### src/rtl/chgsup_cfg.svh
// Constants for the charge fault supervisor: register offsets, fields, resets, timing.
// Assumes a 50 MHz clock and a 32-bit classic Wishbone register bus.
`ifndef CHGSUP_CFG_SVH
`define CHGSUP_CFG_SVH
// Register byte offsets
`define CHGSUP_REG_CTRL 4'h0
`define CHGSUP_REG_STATUS 4'h4
`define CHGSUP_REG_DETCNT 4'h8
// Control field positions
`define CHGSUP_CTRL_HOSTMODE 0
`define CHGSUP_CTRL_TIMER_EN 1
// Control reset value
`define CHGSUP_CTRL_RST 2'h2
// Detection period in microseconds and derived cycles (50 MHz clock)
`define CHGSUP_T_DETECT_US 100
`define CHGSUP_CLK_MHZ 50
`define CHGSUP_DETECT_CYCLES (`CHGSUP_T_DETECT_US * `CHGSUP_CLK_MHZ)
// Charge safety timeout in milliseconds and derived cycles
`define CHGSUP_T_CHARGE_MS 1000
`define CHGSUP_CHARGE_CYCLES (`CHGSUP_T_CHARGE_MS * 1000 * `CHGSUP_CLK_MHZ)
`endif

### src/rtl/chgsup_pkg.sv
// Types shared by the charge fault supervisor modules.
// Assumes nothing beyond a SystemVerilog compiler.
`default_nettype none
package chgsup_pkg;
  // Sequencer states
  typedef enum logic [3:0] {
    CHGSUP_IDLE = 4'h0,
    CHGSUP_PRE = 4'h1,
    CHGSUP_FAST = 4'h2,
    CHGSUP_REG = 4'h3,
    CHGSUP_DONE = 4'h4,
    CHGSUP_DET1 = 4'h5,
    CHGSUP_DET2 = 4'h6,
    CHGSUP_ABSENT = 4'h7,
    CHGSUP_TFLT_HI = 4'h8,
    CHGSUP_TFLT_LO = 4'h9,
    CHGSUP_OVP = 4'ha
  } chgsup_state_e;
endpackage : chgsup_pkg
`default_nettype wire

### src/rtl/chgsup_tmr_if.sv
// Interface between the sequencer and its period timer.
// Assumes both ends share one clock.
`default_nettype none
interface chgsup_tmr_if;
  logic start; // Restart the count
  logic run; // Count while high
  logic [31:0] limit; // Terminal count
  logic expired; // Count reached limit
  modport ctl (output start, output run, output limit, input expired);
  modport tmr (input start, input run, input limit, output expired);
endinterface : chgsup_tmr_if
`default_nettype wire

### src/rtl/chgsup_top.sv
// Charge fault supervisor: battery-absent detection, timer fault recovery,
// overvoltage protection and host rate control, with a Wishbone register file.
// Assumes comparator flags and host pins are synchronous to clk_i.
`include "chgsup_cfg.svh"
`default_nettype none
module chgsup_top
  import chgsup_pkg::*;
#(
  parameter logic [31:0] DETECT_CYCLES = 32'(`CHGSUP_DETECT_CYCLES),
  parameter logic [31:0] CHARGE_CYCLES = 32'(`CHGSUP_CHARGE_CYCLES)
) (
  // Clock, reset, enable
  input wire logic clk_i,
  input wire logic rst_i,
  input wire logic clk_en_i,
  // Wishbone slave
  input wire logic wb_cyc_i,
  input wire logic wb_stb_i,
  input wire logic wb_we_i,
  input wire logic [3:0] wb_adr_i,
  input wire logic [3:0] wb_sel_i,
  input wire logic [31:0] wb_dat_i,
  output logic [31:0] wb_dat_o,
  output logic wb_ack_o,
  // Comparator flags
  input wire logic below_recharge_i,
  input wire logic below_precharge_i,
  input wire logic at_regulation_i,
  input wire logic overvoltage_i,
  input wire logic term_current_i,
  // Host pins
  input wire logic charge_enable_n_i,
  input wire logic timer_termination_enable_i,
  input wire logic charge_rate_select_i,
  // Power stage and status
  output logic detect_current_en_o,
  output logic fast_current_sel_o,
  output logic pwm_en_o,
  output logic status_out_a_o,
  output logic status_out_b_o
);
  chgsup_state_e state; // Sequencer state
  chgsup_state_e next_state; // Next sequencer state
  logic [1:0] ctrl; // Control register
  logic en_n_q; // Previous charge enable
  logic tte_q; // Previous timer enable
  logic fault_clear; // Toggle-driven clear
  logic host_mode; // System-controlled variant
  logic timers_on; // Safety timer active
  logic wb_hit; // Valid bus request this cycle
  logic [31:0] next_dat; // Read mux
  chgsup_tmr_if det_if (); // Detection period
  chgsup_tmr_if chg_if (); // Charge safety timer

  assign host_mode = ctrl[`CHGSUP_CTRL_HOSTMODE];
  // Host variant has no timers or termination
  assign timers_on = ctrl[`CHGSUP_CTRL_TIMER_EN] && timer_termination_enable_i && !host_mode;

  // True in any charging state
  function automatic logic is_charging(input chgsup_state_e s);
    is_charging = (s == CHGSUP_PRE) || (s == CHGSUP_FAST) || (s == CHGSUP_REG);
  endfunction : is_charging

  // Period timer instances
  chgsup_timer u_det (
    .clk_i(clk_i),
    .rst_i(rst_i),
    .ce_i(clk_en_i),
    .t(det_if.tmr)
  );
  chgsup_timer u_chg (
    .clk_i(clk_i),
    .rst_i(rst_i),
    .ce_i(clk_en_i),
    .t(chg_if.tmr)
  );

  // Detection timer restarts on every state change
  assign det_if.start = (next_state != state);
  assign det_if.run = (state == CHGSUP_DET1) || (state == CHGSUP_DET2);
  assign det_if.limit = DETECT_CYCLES;
  // Safety timer spans one charge cycle
  assign chg_if.start = !is_charging(state);
  assign chg_if.run = timers_on;
  assign chg_if.limit = CHARGE_CYCLES;

  // Edge history of host pins
  always_ff @(posedge clk_i) begin
    if (rst_i) begin
      en_n_q <= 1'b1;
      tte_q <= 1'b0;
    end else if (clk_en_i) begin
      en_n_q <= charge_enable_n_i;
      tte_q <= timer_termination_enable_i;
    end
  end

  // Falling enable or any timer-enable toggle clears timer faults
  assign fault_clear = (en_n_q && !charge_enable_n_i)
    || (tte_q != timer_termination_enable_i);

  // Sequencer next state
  always_comb begin
    next_state = state;
    unique case (state)
      CHGSUP_IDLE: begin
        if (!charge_enable_n_i) begin
          next_state = CHGSUP_PRE;
        end
      end
      CHGSUP_PRE, CHGSUP_FAST: begin
        if (at_regulation_i) begin
          next_state = CHGSUP_REG;
        end else if (chg_if.expired && timers_on) begin
          next_state = below_recharge_i ? CHGSUP_TFLT_LO : CHGSUP_TFLT_HI;
        end else if (host_mode) begin
          next_state = charge_rate_select_i ? CHGSUP_FAST : CHGSUP_PRE;
        end else begin
          next_state = below_precharge_i ? CHGSUP_PRE : CHGSUP_FAST;
        end
      end
      CHGSUP_REG: begin
        if (chg_if.expired && timers_on) begin
          next_state = below_recharge_i ? CHGSUP_TFLT_LO : CHGSUP_TFLT_HI;
        end else if (term_current_i && timers_on) begin
          next_state = CHGSUP_DONE;
        end
      end
      CHGSUP_DONE: begin
        if (below_recharge_i) begin
          next_state = CHGSUP_DET1;
        end
      end
      CHGSUP_DET1: begin
        if (det_if.expired) begin
          next_state = below_precharge_i ? CHGSUP_DET2 : CHGSUP_PRE;
        end
      end
      CHGSUP_DET2: begin
        if (det_if.expired) begin
          next_state = !below_recharge_i ? CHGSUP_ABSENT : CHGSUP_PRE;
        end
      end
      CHGSUP_ABSENT: begin
        next_state = CHGSUP_PRE;
      end
      CHGSUP_TFLT_HI: begin
        if (below_recharge_i) begin
          next_state = CHGSUP_DET1;
        end
      end
      CHGSUP_TFLT_LO: begin
        if (!below_recharge_i) begin
          next_state = CHGSUP_TFLT_HI;
        end
      end
      CHGSUP_OVP: begin
        if (below_recharge_i) begin
          next_state = CHGSUP_IDLE;
        end
      end
      default: begin
        next_state = CHGSUP_IDLE;
      end
    endcase
    // Overrides in order of priority
    if (charge_enable_n_i) begin
      next_state = CHGSUP_IDLE;
    end else if (overvoltage_i && state != CHGSUP_OVP) begin
      next_state = CHGSUP_OVP;
    end else if (fault_clear && (state == CHGSUP_TFLT_HI || state == CHGSUP_TFLT_LO)) begin
      next_state = CHGSUP_PRE;
    end
  end

  // State register
  always_ff @(posedge clk_i) begin
    if (rst_i) begin
      state <= CHGSUP_IDLE;
    end else if (clk_en_i) begin
      state <= next_state;
    end
  end

  // Power stage outputs, registered from next state
  always_ff @(posedge clk_i) begin
    if (rst_i) begin
      detect_current_en_o <= 1'b0;
      fast_current_sel_o <= 1'b0;
      pwm_en_o <= 1'b0;
    end else if (clk_en_i) begin
      detect_current_en_o <= (next_state == CHGSUP_DET1) || (next_state == CHGSUP_TFLT_LO);
      fast_current_sel_o <= (next_state == CHGSUP_FAST) || (next_state == CHGSUP_REG);
      // Precharge current in phase two; nothing in overvoltage
      pwm_en_o <= is_charging(next_state) || (next_state == CHGSUP_DET2);
    end
  end

  // Status outputs
  always_ff @(posedge clk_i) begin
    if (rst_i) begin
      status_out_a_o <= 1'b0;
      status_out_b_o <= 1'b0;
    end else if (clk_en_i) begin
      status_out_a_o <= is_charging(next_state);
      status_out_b_o <= (next_state == CHGSUP_DONE);
    end
  end

  // Bus request decode
  assign wb_hit = wb_cyc_i && wb_stb_i && !wb_ack_o;

  // Control register write, low byte lane only
  always_ff @(posedge clk_i) begin
    if (rst_i) begin
      ctrl <= `CHGSUP_CTRL_RST;
    end else if (clk_en_i && wb_hit && wb_we_i && wb_sel_i[0]
                 && wb_adr_i == `CHGSUP_REG_CTRL) begin
      ctrl <= wb_dat_i[1:0];
    end
  end

  // Read mux; unmapped offsets read zero
  always_comb begin
    next_dat = 32'h0;
    unique case (wb_adr_i)
      `CHGSUP_REG_CTRL: next_dat = {30'h0, ctrl};
      `CHGSUP_REG_STATUS: next_dat = {24'h0, det_if.expired, chg_if.expired,
                                      timers_on, 1'b0, state};
      `CHGSUP_REG_DETCNT: next_dat = DETECT_CYCLES;
      default: next_dat = 32'h0;
    endcase
  end

  // Ack one cycle after request, dropped the next cycle
  always_ff @(posedge clk_i) begin
    if (rst_i) begin
      wb_ack_o <= 1'b0;
      wb_dat_o <= 32'h0;
    end else if (clk_en_i) begin
      wb_ack_o <= wb_hit;
      if (wb_hit && !wb_we_i) begin
        wb_dat_o <= next_dat;
      end
    end
  end
endmodule : chgsup_top
`default_nettype wire

### src/rtl/chgsup_timer.sv
// Period timer used for the detection period and the charge safety timeout.
// Assumes a synchronous clock enable that freezes all state.
`default_nettype none
module chgsup_timer (
  // Clock and reset
  input wire logic clk_i,
  input wire logic rst_i,
  input wire logic ce_i,
  // Control
  chgsup_tmr_if.tmr t
);
  logic [31:0] count; // Elapsed cycles

  // Count up, saturate at the limit
  always_ff @(posedge clk_i) begin
    if (rst_i) begin
      count <= 32'h0;
    end else if (ce_i) begin
      if (t.start) begin
        count <= 32'h0;
      end else if (t.run && count != t.limit) begin
        count <= count + 32'h1;
      end
    end
  end

  // Expiry is a level while saturated
  assign t.expired = (count == t.limit);
endmodule : chgsup_timer
`default_nettype wire

### config.mk
export PLATFORM = sky130hd
export DESIGN_NAME = chgsup_top
export DESIGN_NICKNAME = d
export VERILOG_FILES = /design/src/rtl/chgsup_pkg.sv /design/src/rtl/chgsup_tmr_if.sv /design/src/rtl/chgsup_top.sv /design/src/rtl/chgsup_timer.sv
export VERILOG_INCLUDE_DIRS = /design/src /design/src/rtl
export SDC_FILE = /design/constraint.sdc
export NUM_CORES = 1
export LEC_CHECK = 0
export BUFFER_PORTS_ARGS = -buffer_cell sky130_fd_sc_hd__buf_4
export CAP_MARGIN = 5
export CORE_ASPECT_RATIO = 2
export CORE_MARGIN = 2
export CORE_UTILIZATION = 40
export DETAILED_ROUTE_END_ITERATION = 8
export SETUP_SLACK_MARGIN = 0.05
export SLEW_MARGIN = 5
export SYNTH_ARGS = -nofsm -noshare
export SYNTH_HDL_FRONTEND = slang
export SYNTH_SLANG_ARGS = --single-unit
### constraint.sdc
create_clock -name clk_i -period 3.7 [get_ports clk_i]
set_input_delay 0 -clock clk_i [delete_from_list [all_inputs] [get_ports clk_i]]
set_output_delay 0 -clock clk_i [all_outputs]
set_load 0.05 [all_outputs]
==> results of run 1 <==
[layout by cell type, fill, tap and decap left out, types with 12 or more instances in the layout]
master	count
sky130_fd_sc_hd__a41oi_1	12
sky130_fd_sc_hd__inv_1	28
sky130_fd_sc_hd__nor3_1	14
sky130_fd_sc_hd__nand2_1	53
sky130_fd_sc_hd__and3_1	13
sky130_fd_sc_hd__nor2_1	78
sky130_fd_sc_hd__nand4_1	23
sky130_fd_sc_hd__conb_1	22
sky130_fd_sc_hd__buf_4	41
sky130_fd_sc_hd__a21oi_1	26
sky130_fd_sc_hd__xor2_1	18
sky130_fd_sc_hd__o21ai_0	19
sky130_fd_sc_hd__a22o_1	13
sky130_fd_sc_hd__nand3_1	33
sky130_fd_sc_hd__dfxtp_1	86
[cell usage after synthesis (13+ instances only)]
library cell	number	area (µm²)
sky130_fd_sc_hd__nand3_1	33	165
sky130_fd_sc_hd__buf_4	29	218
sky130_fd_sc_hd__a21oi_1	26	130
sky130_fd_sc_hd__nor3_1	14	70.1
sky130_fd_sc_hd__nand2_1	53	199
sky130_fd_sc_hd__a22o_1	13	114
sky130_fd_sc_hd__clkbuf_1	16	60.1
sky130_fd_sc_hd__and3_1	13	81.3
sky130_fd_sc_hd__nor2_1	78	293
sky130_fd_sc_hd__dfxtp_1	86	1720
sky130_fd_sc_hd__o21ai_0	19	95.1
sky130_fd_sc_hd__inv_1	28	105
sky130_fd_sc_hd__xor2_1	18	158
sky130_fd_sc_hd__nand4_1	23	144
[worst paths after layout]
| kind | slack, ns | cells after the start | from | endpoint |
|---|---|---|---|---|
| setup / recovery | 0.52 | 11 | u_det.count[0] | u_det.count[31] |
| hold / removal | 0.03 | 4 | wb_we_i | wb_dat_o[9] |
| setup reg to reg | 0.52 | 11 | u_det.count[0] | u_det.count[31] |
| hold reg to reg | 0.46 | 2 | fast_current_sel_o | fast_current_sel_o |
[cell type report]
class | count | area, µm²
clock buffer | 11 | 243
tap | 155 | 194
timing repair buffer | 47 | 388
fill | 1308 | 7270
multi-input combinational | 509 | 3240
clock inverter | 5 | 106
sequential | 86 | 1720
inverter | 31 | 116
[layer usage]
| metal | share of wire, % | GRT usage [%] |
|---|---|---|
| met5 | 0 | 0 |
| met3 | 4.5 | 2.30 |
| met1 | 50 | 28.5 |
| met4 | 1.5 | 6.49 |
| met2 | 44 | 27.7 |
[cell families (layout without fill, tap and decap cells)]
logic type | count (synthesis) | after routing | share of synthesized area, %
flops | 86 | 86 | 31.9
buf+inv | 92 | 94 | 9.51
simple gates | 299 | 299 | 31.0
other cells | 1 | 22 | 0.0695
compound gates | 150 | 150 | 20.9
fa+ha+maj | 4 | 4 | 0.928
xor+xnor | 24 | 24 | 3.90
mux | 10 | 10 | 1.86
[power by group]
part | switching, µW | leakage [µW] | internal (µW) | total [µW]
Clock | 379 | 0.000166 | 680 | 1060
Sequential | 9.21 | 0.000694 | 933 | 942
Combinational | 216 | 0.00133 | 95.5 | 312
[state kept, by name (all words and copies together), names as in the netlist]
name / cells
wb_ack_o: 1
tte_q: 1
ctrl: 2
state: 4
status_out_b_o: 1
fast_current_sel_o: 1
u_det.count: 32
u_chg.count: 32
en_n_q: 1
wb_dat_o: 8
detect_current_en_o: 1
status_out_a_o: 1
pwm_en_o: 1
[worst max-delay path, stage by stage (launching register included)]
cell	delay, ns
sky130_fd_sc_hd__dfxtp_1	0.35
sky130_fd_sc_hd__inv_1	0.07
sky130_fd_sc_hd__ha_1	0.13
sky130_fd_sc_hd__nor3b_1	0.19
sky130_fd_sc_hd__nand4_1	0.42
sky130_fd_sc_hd__nor2_1	0.41
sky130_fd_sc_hd__nand3_1	0.11
sky130_fd_sc_hd__a311oi_1	0.44
sky130_fd_sc_hd__nor3_4	0.09
sky130_fd_sc_hd__buf_12	0.19
sky130_fd_sc_hd__and3_1	0.37
sky130_fd_sc_hd__a22o_1	0.28
[per-stage QoR]
step	instances	hold slack (ns)	util, %	setup WS (ns)	instance area, µm²
after floorplan	687	0.128	-	1.18	5470
after global placement	824	0.229	42.3	0.560	5620
after detailed placement	824	0.235	42.3	0.529	5620
after CTS	844	0.0264	45.3	0.526	6010
after global routing	844	0.0513	45.3	0.271	6010
final	844	0.0315	45.3	0.520	6010
==> impl_results.rst, run 1 <==
.. list-table::
   :header-rows: 1

   * - Metric
     - Value
   * - Setup violation total in the final timing report
     - 0
   * - Part of the cycle the worst path needs
     - 85.9%
   * - CORE AREA
     - 13300 µm²
   * - CTS HTree Levels
     - 3
   * - Power density normalized to cell area
     - 384 nW/µm²
   * - Largest net degree at the start of global routing
     - 42
   * - Routed wire length
     - 13.5 mm
   * - Antenna diode instance count
     - 0
   * - Post-DP HPWL
     - 9.05 mm
   * - Post-synthesis to final-layout area growth
     - 11.5%
   * - Initial standard-cell utilization of the core
     - 40.6%
   * - Worst-path clk slew
     - 0.06 ns
   * - Iter 0 DRT Violations
     - 311
   * - Data arrival time of the worst path
     - 3.41 ns
   * - Clock sinks
     - 86
   * - Weighted congestion reported at the end of routability-driven placement
     - 0.907
   * - Setup tns final
     - 0 ns
   * - X dimension of the die
     - 86.1 µm
   * - Number of enable flip-flop cells after synthesis
     - 0
   * - Status
     - finished, final reports clean
   * - Setup Crit Path Kind
     - reg -> reg
   * - Antenna violations before repair
     - 0
   * - Final critical-path required period
     - 3.18 ns
   * - Vertical die dimension
     - 168 µm
   * - Root buffer cell
     - sky130_fd_sc_hd__clkbuf_16
   * - Worst max-slew margin expressed relative to the limit
     - 37.4%
   * - Final max-slew violation count
     - 0
   * - Synth Instances
     - 666
   * - Sequential share of the synthesized area
     - 31.9%
   * - Antenna violation net count after detailed routing
     - 0
   * - Overall power consumption
     - 2310 µW
   * - First-pass GRT wire length
     - 22.6 mm
   * - Via count
     - 4950
   * - Clock tree from TritonCTS
     - done
   * - Average vias per placed instance
     - 5.86
   * - Remaining Overflow, GRT
     - 0
   * - Async set or reset register ratio after synthesis
     - 0%
   * - Unique masters post-synth
     - 82
   * - Clock skew after layout
     - 0.0100 ns
   * - Number of setup buffers added after CTS
     - 0
   * - TritonRoute pass-1 iters
     - 5
   * - Largest voltage drop on the vdd net
     - 218 µV
   * - CTS resizes
     - 0
   * - Kind of end point of the critical path
     - register
   * - Via count of the first global-routing pass
     - 4446
   * - Critical path launch point type
     - register
   * - Worst Max-Slew Pin Slew
     - 0.937 ns
   * - IO Count
     - 92
   * - Critical path fanouts, max
     - 41
   * - Post-Syn Area per Cell
     - 8.10 µm²
   * - Final hold violations
     - 0
   * - Area of the mapped netlist
     - 5390 µm²
   * - Remaining DRCs
     - 0
   * - Die Footprint
     - 14500 µm²
   * - Class of the tightest hold or removal check
     - in -> reg
   * - Total of hold buffers inserted after clock tree synthesis
     - 4
   * - Synth warn
     - 0
   * - Buffer depth of the longest clock path
     - 2
   * - Layout net count
     - 742
   * - Clock buffer count from CTS
     - 9
   * - Setup repair after global routing missed its margin
     - false
   * - Fraction of layout instances using a drive strength above 1
     - 13.4%
   * - Clk_lat worst skew
     - 0.34 ns
   * - Highest Clock Rate
     - 0.315 GHz
   * - Primary flip-flop cell chosen by synthesis mapping
     - sky130_fd_sc_hd__dfxtp_1
   * - Crit path required time
     - 3.93 ns
   * - Number of port buffers
     - 36
   * - GRT Resource Usage Total
     - 19.0%
   * - Static leakage power
     - 0.00219 µW
   * - Avg WL per Cell
     - 16.0 µm
   * - Flip-flop and latch count after synthesis
     - 86
   * - Site row count
     - 60
   * - Number of maximum-capacitance violations
     - 0
No activity file was read; power rests on OpenSTA's default activity.
==> run 2, diff against run 1 <==
Settings changed: ABC_AREA set to 1, CORE_UTILIZATION 40 to 50, PLACE_DENSITY set to 0.71.
==> impl_results.rst, run 2 <==
.. list-table::
   :header-rows: 1

   * - Metric
     - Value
   * - Clock sinks
     - 86
   * - TritonRoute pass-1 iters
     - 5
   * - Data arrival time of the worst path
     - 3.38 ns
   * - Part of the cycle the worst path needs
     - 84.7%
   * - Setup Crit Path Kind
     - reg -> reg
   * - Fraction of layout instances using a drive strength above 1
     - 9.20%
   * - Critical register-to-register path startpoint
     - u_chg.count[0]
   * - First-pass GRT wire length
     - 29.1 mm
   * - Weighted congestion reported at the end of routability-driven placement
     - 1.02
   * - Setup violation total in the final timing report
     - 0
   * - Total of hold buffers inserted after clock tree synthesis
     - 4
   * - X dimension of the die
     - 83.1 µm
   * - Top flop regs
     - u_chg.count (32), u_det.count (32), wb_dat_o (8)
   * - Clk_lat worst skew
     - 0.35 ns
   * - Primary flip-flop cell chosen by synthesis mapping
     - sky130_fd_sc_hd__dfxtp_1
   * - Seq. cell area
     - 1720 µm²
   * - Remaining DRCs
     - 0
   * - Cell type with the highest aggregate area in the netlist
     - sky130_fd_sc_hd__dfxtp_1
   * - Flip-flop and latch count after synthesis
     - 86
   * - Root buffer cell
     - sky130_fd_sc_hd__clkbuf_16
   * - CTS HTree Levels
     - 3
   * - Kind of end point of the critical path
     - register
   * - CTS resizes
     - 0
   * - Clock skew after layout
     - 0.00835 ns
   * - Number of port buffers
     - 36
   * - Worst Max-Slew Pin Slew
     - 0.790 ns
   * - Commonest cells post-synth
     - 263 x sky130_fd_sc_hd__nand2_1, 144 x sky130_fd_sc_hd__nor2_1, 107 x sky130_fd_sc_hd__inv_1
   * - Vertical die dimension
     - 162 µm
   * - Number of maximum-capacitance violations
     - 0
   * - Critical path fanouts, max
     - 63
   * - Largest net degree at the start of global routing
     - 77
   * - Synth Instances
     - 1043
   * - Setup repair after global routing missed its margin
     - false
   * - Layout net count
     - 1118
   * - Critical path launch point type
     - register
   * - Sequential share of the synthesized area
     - 27.5%
   * - Utilization after layout
     - 56.3%
   * - Status
     - finished, final reports clean
   * - Antenna violations before repair
     - 0
   * - Final critical-path required period
     - 3.14 ns
   * - Async set or reset register ratio after synthesis
     - 0%
   * - Most frequent cells in the layout
     - 263 x sky130_fd_sc_hd__nand2_1, 144 x sky130_fd_sc_hd__nor2_1, 107 x sky130_fd_sc_hd__inv_1
   * - Highest Clock Rate
     - 0.319 GHz
   * - Remaining Overflow, GRT
     - 0
   * - Worst slack after detailed placement
     - 0.588 ns
   * - Unique masters post-synth
     - 38
   * - Via count
     - 6682
   * - Final hold violations
     - 0
   * - Post-synthesis to final-layout area growth
     - 9.81%
   * - Routed wire length
     - 18.7 mm
   * - Post-Syn Area per Cell
     - 5.99 µm²
   * - Min-Delay Startpoint
     - wb_sel_i[0]
   * - Average vias per placed instance
     - 5.51
   * - FILL cells
     - 1275
   * - GRT Resource Usage Total
     - 27.0%
   * - Final max-slew violation count
     - 0
   * - Synth warn
     - 0
   * - Worst max-slew margin expressed relative to the limit
     - 47.3%
   * - Most common library cell in the layout ignoring fill and taps
     - sky130_fd_sc_hd__nand2_1
   * - Reg2Reg Capture Point
     - u_det.count[15]
   * - IO Count
     - 92
   * - Class of the tightest hold or removal check
     - in -> reg
   * - Reg2Reg Setup Slack
     - 0.56 ns
   * - Post-DP HPWL
     - 14.2 mm
   * - Via count of the first global-routing pass
     - 6195
   * - Buffer depth of the longest clock path
     - 2
   * - Crit path required time
     - 3.94 ns
   * - Clock tree from TritonCTS
     - done
   * - Avg WL per Cell
     - 15.4 µm
   * - Antenna diode instance count
     - 0
   * - Portion of synthesized cell area occupied by the leading cell type
     - 27.5%
   * - Area contributors post-synth
     - sky130_fd_sc_hd__dfxtp_1 28%, sky130_fd_sc_hd__nand2_1 16%, sky130_fd_sc_hd__nor2_1 8.6%, sky130_fd_sc_hd__nand3_1 7.0%, sky130_fd_sc_hd__inv_1 6.4%
   * - Site row count
     - 57
   * - Multi-input gate area in the final layout
     - 3780 µm²
   * - Number of cells on the worst reg-to-reg path
     - 21
   * - Static leakage power
     - 0.00292 µW
   * - Source of the critical timing path
     - u_chg.count[0]
   * - Number of setup buffers added after CTS
     - 0
   * - Power density normalized to cell area
     - 377 nW/µm²
   * - Antenna violation net count after detailed routing
     - 0
   * - Clock buffer count from CTS
     - 9
   * - CORE AREA
     - 12200 µm²
   * - Worst-path clk slew
     - 0.07 ns
   * - Iter 0 DRT Violations
     - 330
   * - Area of the mapped netlist
     - 6250 µm²
   * - Die Footprint
     - 13500 µm²
   * - Count of non-filler cells in the finished layout
     - 1212
   * - Critical Path Sink
     - u_det.count[15]
   * - Overall power consumption
     - 2590 µW
   * - Number of enable flip-flop cells after synthesis
     - 0
   * - Worst setup slack after layout
     - 0.564 ns
   * - Number of placed instances with taps included
     - 1192
   * - Initial standard-cell utilization of the core
     - 51.3%
   * - Most used standard cell by instance count after synthesis
     - sky130_fd_sc_hd__nand2_1
   * - Largest voltage drop on the vdd net
     - 310 µV
   * - Setup tns final
     - 0 ns
-- run 2: logic make-up after synthesis --
logic type      share of synthesized area, %
compound gates                          9.45
xor+xnor                                6.02
fa+ha+maj                              0.801
buf+inv                                 13.2
flops                                   27.5
other cells                           0.0600
simple gates                            42.9
-- run 2: worst max-delay path, cell delays in order, from the launching register on --
cell,delay (ns)
sky130_fd_sc_hd__dfxtp_1,0.34
sky130_fd_sc_hd__inv_1,0.13
sky130_fd_sc_hd__ha_1,0.23
sky130_fd_sc_hd__inv_1,0.07
sky130_fd_sc_hd__nor2_1,0.08
sky130_fd_sc_hd__nand2_1,0.05
sky130_fd_sc_hd__nor2_1,0.12
sky130_fd_sc_hd__nand2_1,0.08
sky130_fd_sc_hd__nor2_2,0.13
sky130_fd_sc_hd__nand3_1,0.11
sky130_fd_sc_hd__nand3_1,0.10
sky130_fd_sc_hd__nand2_1,0.06
sky130_fd_sc_hd__nand2_1,0.08
sky130_fd_sc_hd__nand2_1,0.10
sky130_fd_sc_hd__nand2_1,0.09
sky130_fd_sc_hd__nand3_2,0.11
sky130_fd_sc_hd__nor2_4,0.15
sky130_fd_sc_hd__nand3_4,0.57
sky130_fd_sc_hd__nand2_1,0.27
sky130_fd_sc_hd__nand2_1,0.07
sky130_fd_sc_hd__nand2_1,0.06
sky130_fd_sc_hd__nor2_1,0.04
-- run 2: worst min path at each step --
stage	depth (start not counted)	slack [ns]	endpoint
2_1_floorplan	2	0.13	ctrl[1]
3_3_place_gp	3	0.22	ctrl[1]
3_5_place_dp	3	0.23	ctrl[1]
4_1_cts	3	0.01	ctrl[0]
5_1_grt	3	0.03	ctrl[0]
6_report	3	0.01	ctrl[0]
-- run 2: final cells by class --
type	count	share of cell area, %
flip-flops and latches	86	25.1
repair buffers	47	5.29
clock inverters	6	1.37
well taps	147	2.68
inverters	128	7.00
clock buffers	10	3.48
multi-input cells	788	55.1
-- run 2: power by group --
| group | internal (µW) | switching (µW) | leakage, µW |
|---|---|---|---|
| combinational | 155 | 361 | 0.00206 |
| sequential | 972 | 65.7 | 0.000701 |
| clock | 616 | 416 | 0.000159 |
-- run 2: metrics by stage --
| step | hold slack, ns | area [µm²] |
|---|---|---|
| after global placement | 0.221 | 6490 |
| after detailed placement | 0.232 | 6490 |
| final | 0.0102 | 6870 |
| after global routing | 0.0291 | 6870 |
| after floorplan | 0.126 | 6330 |
| after CTS | 0.0141 | 6870 |
-- run 2: routing by layer --
layer | track usage (%) | vias to the layer above | wire, µm
met5 | 0 | - | 0
met4 | 20.9 | 0 | 1430
met3 | 3.61 | 96 | 526
met2 | 53.4 | 179 | 10500
met1 | 23.7 | 3067 | 6230
li1 | - | 3340 | -
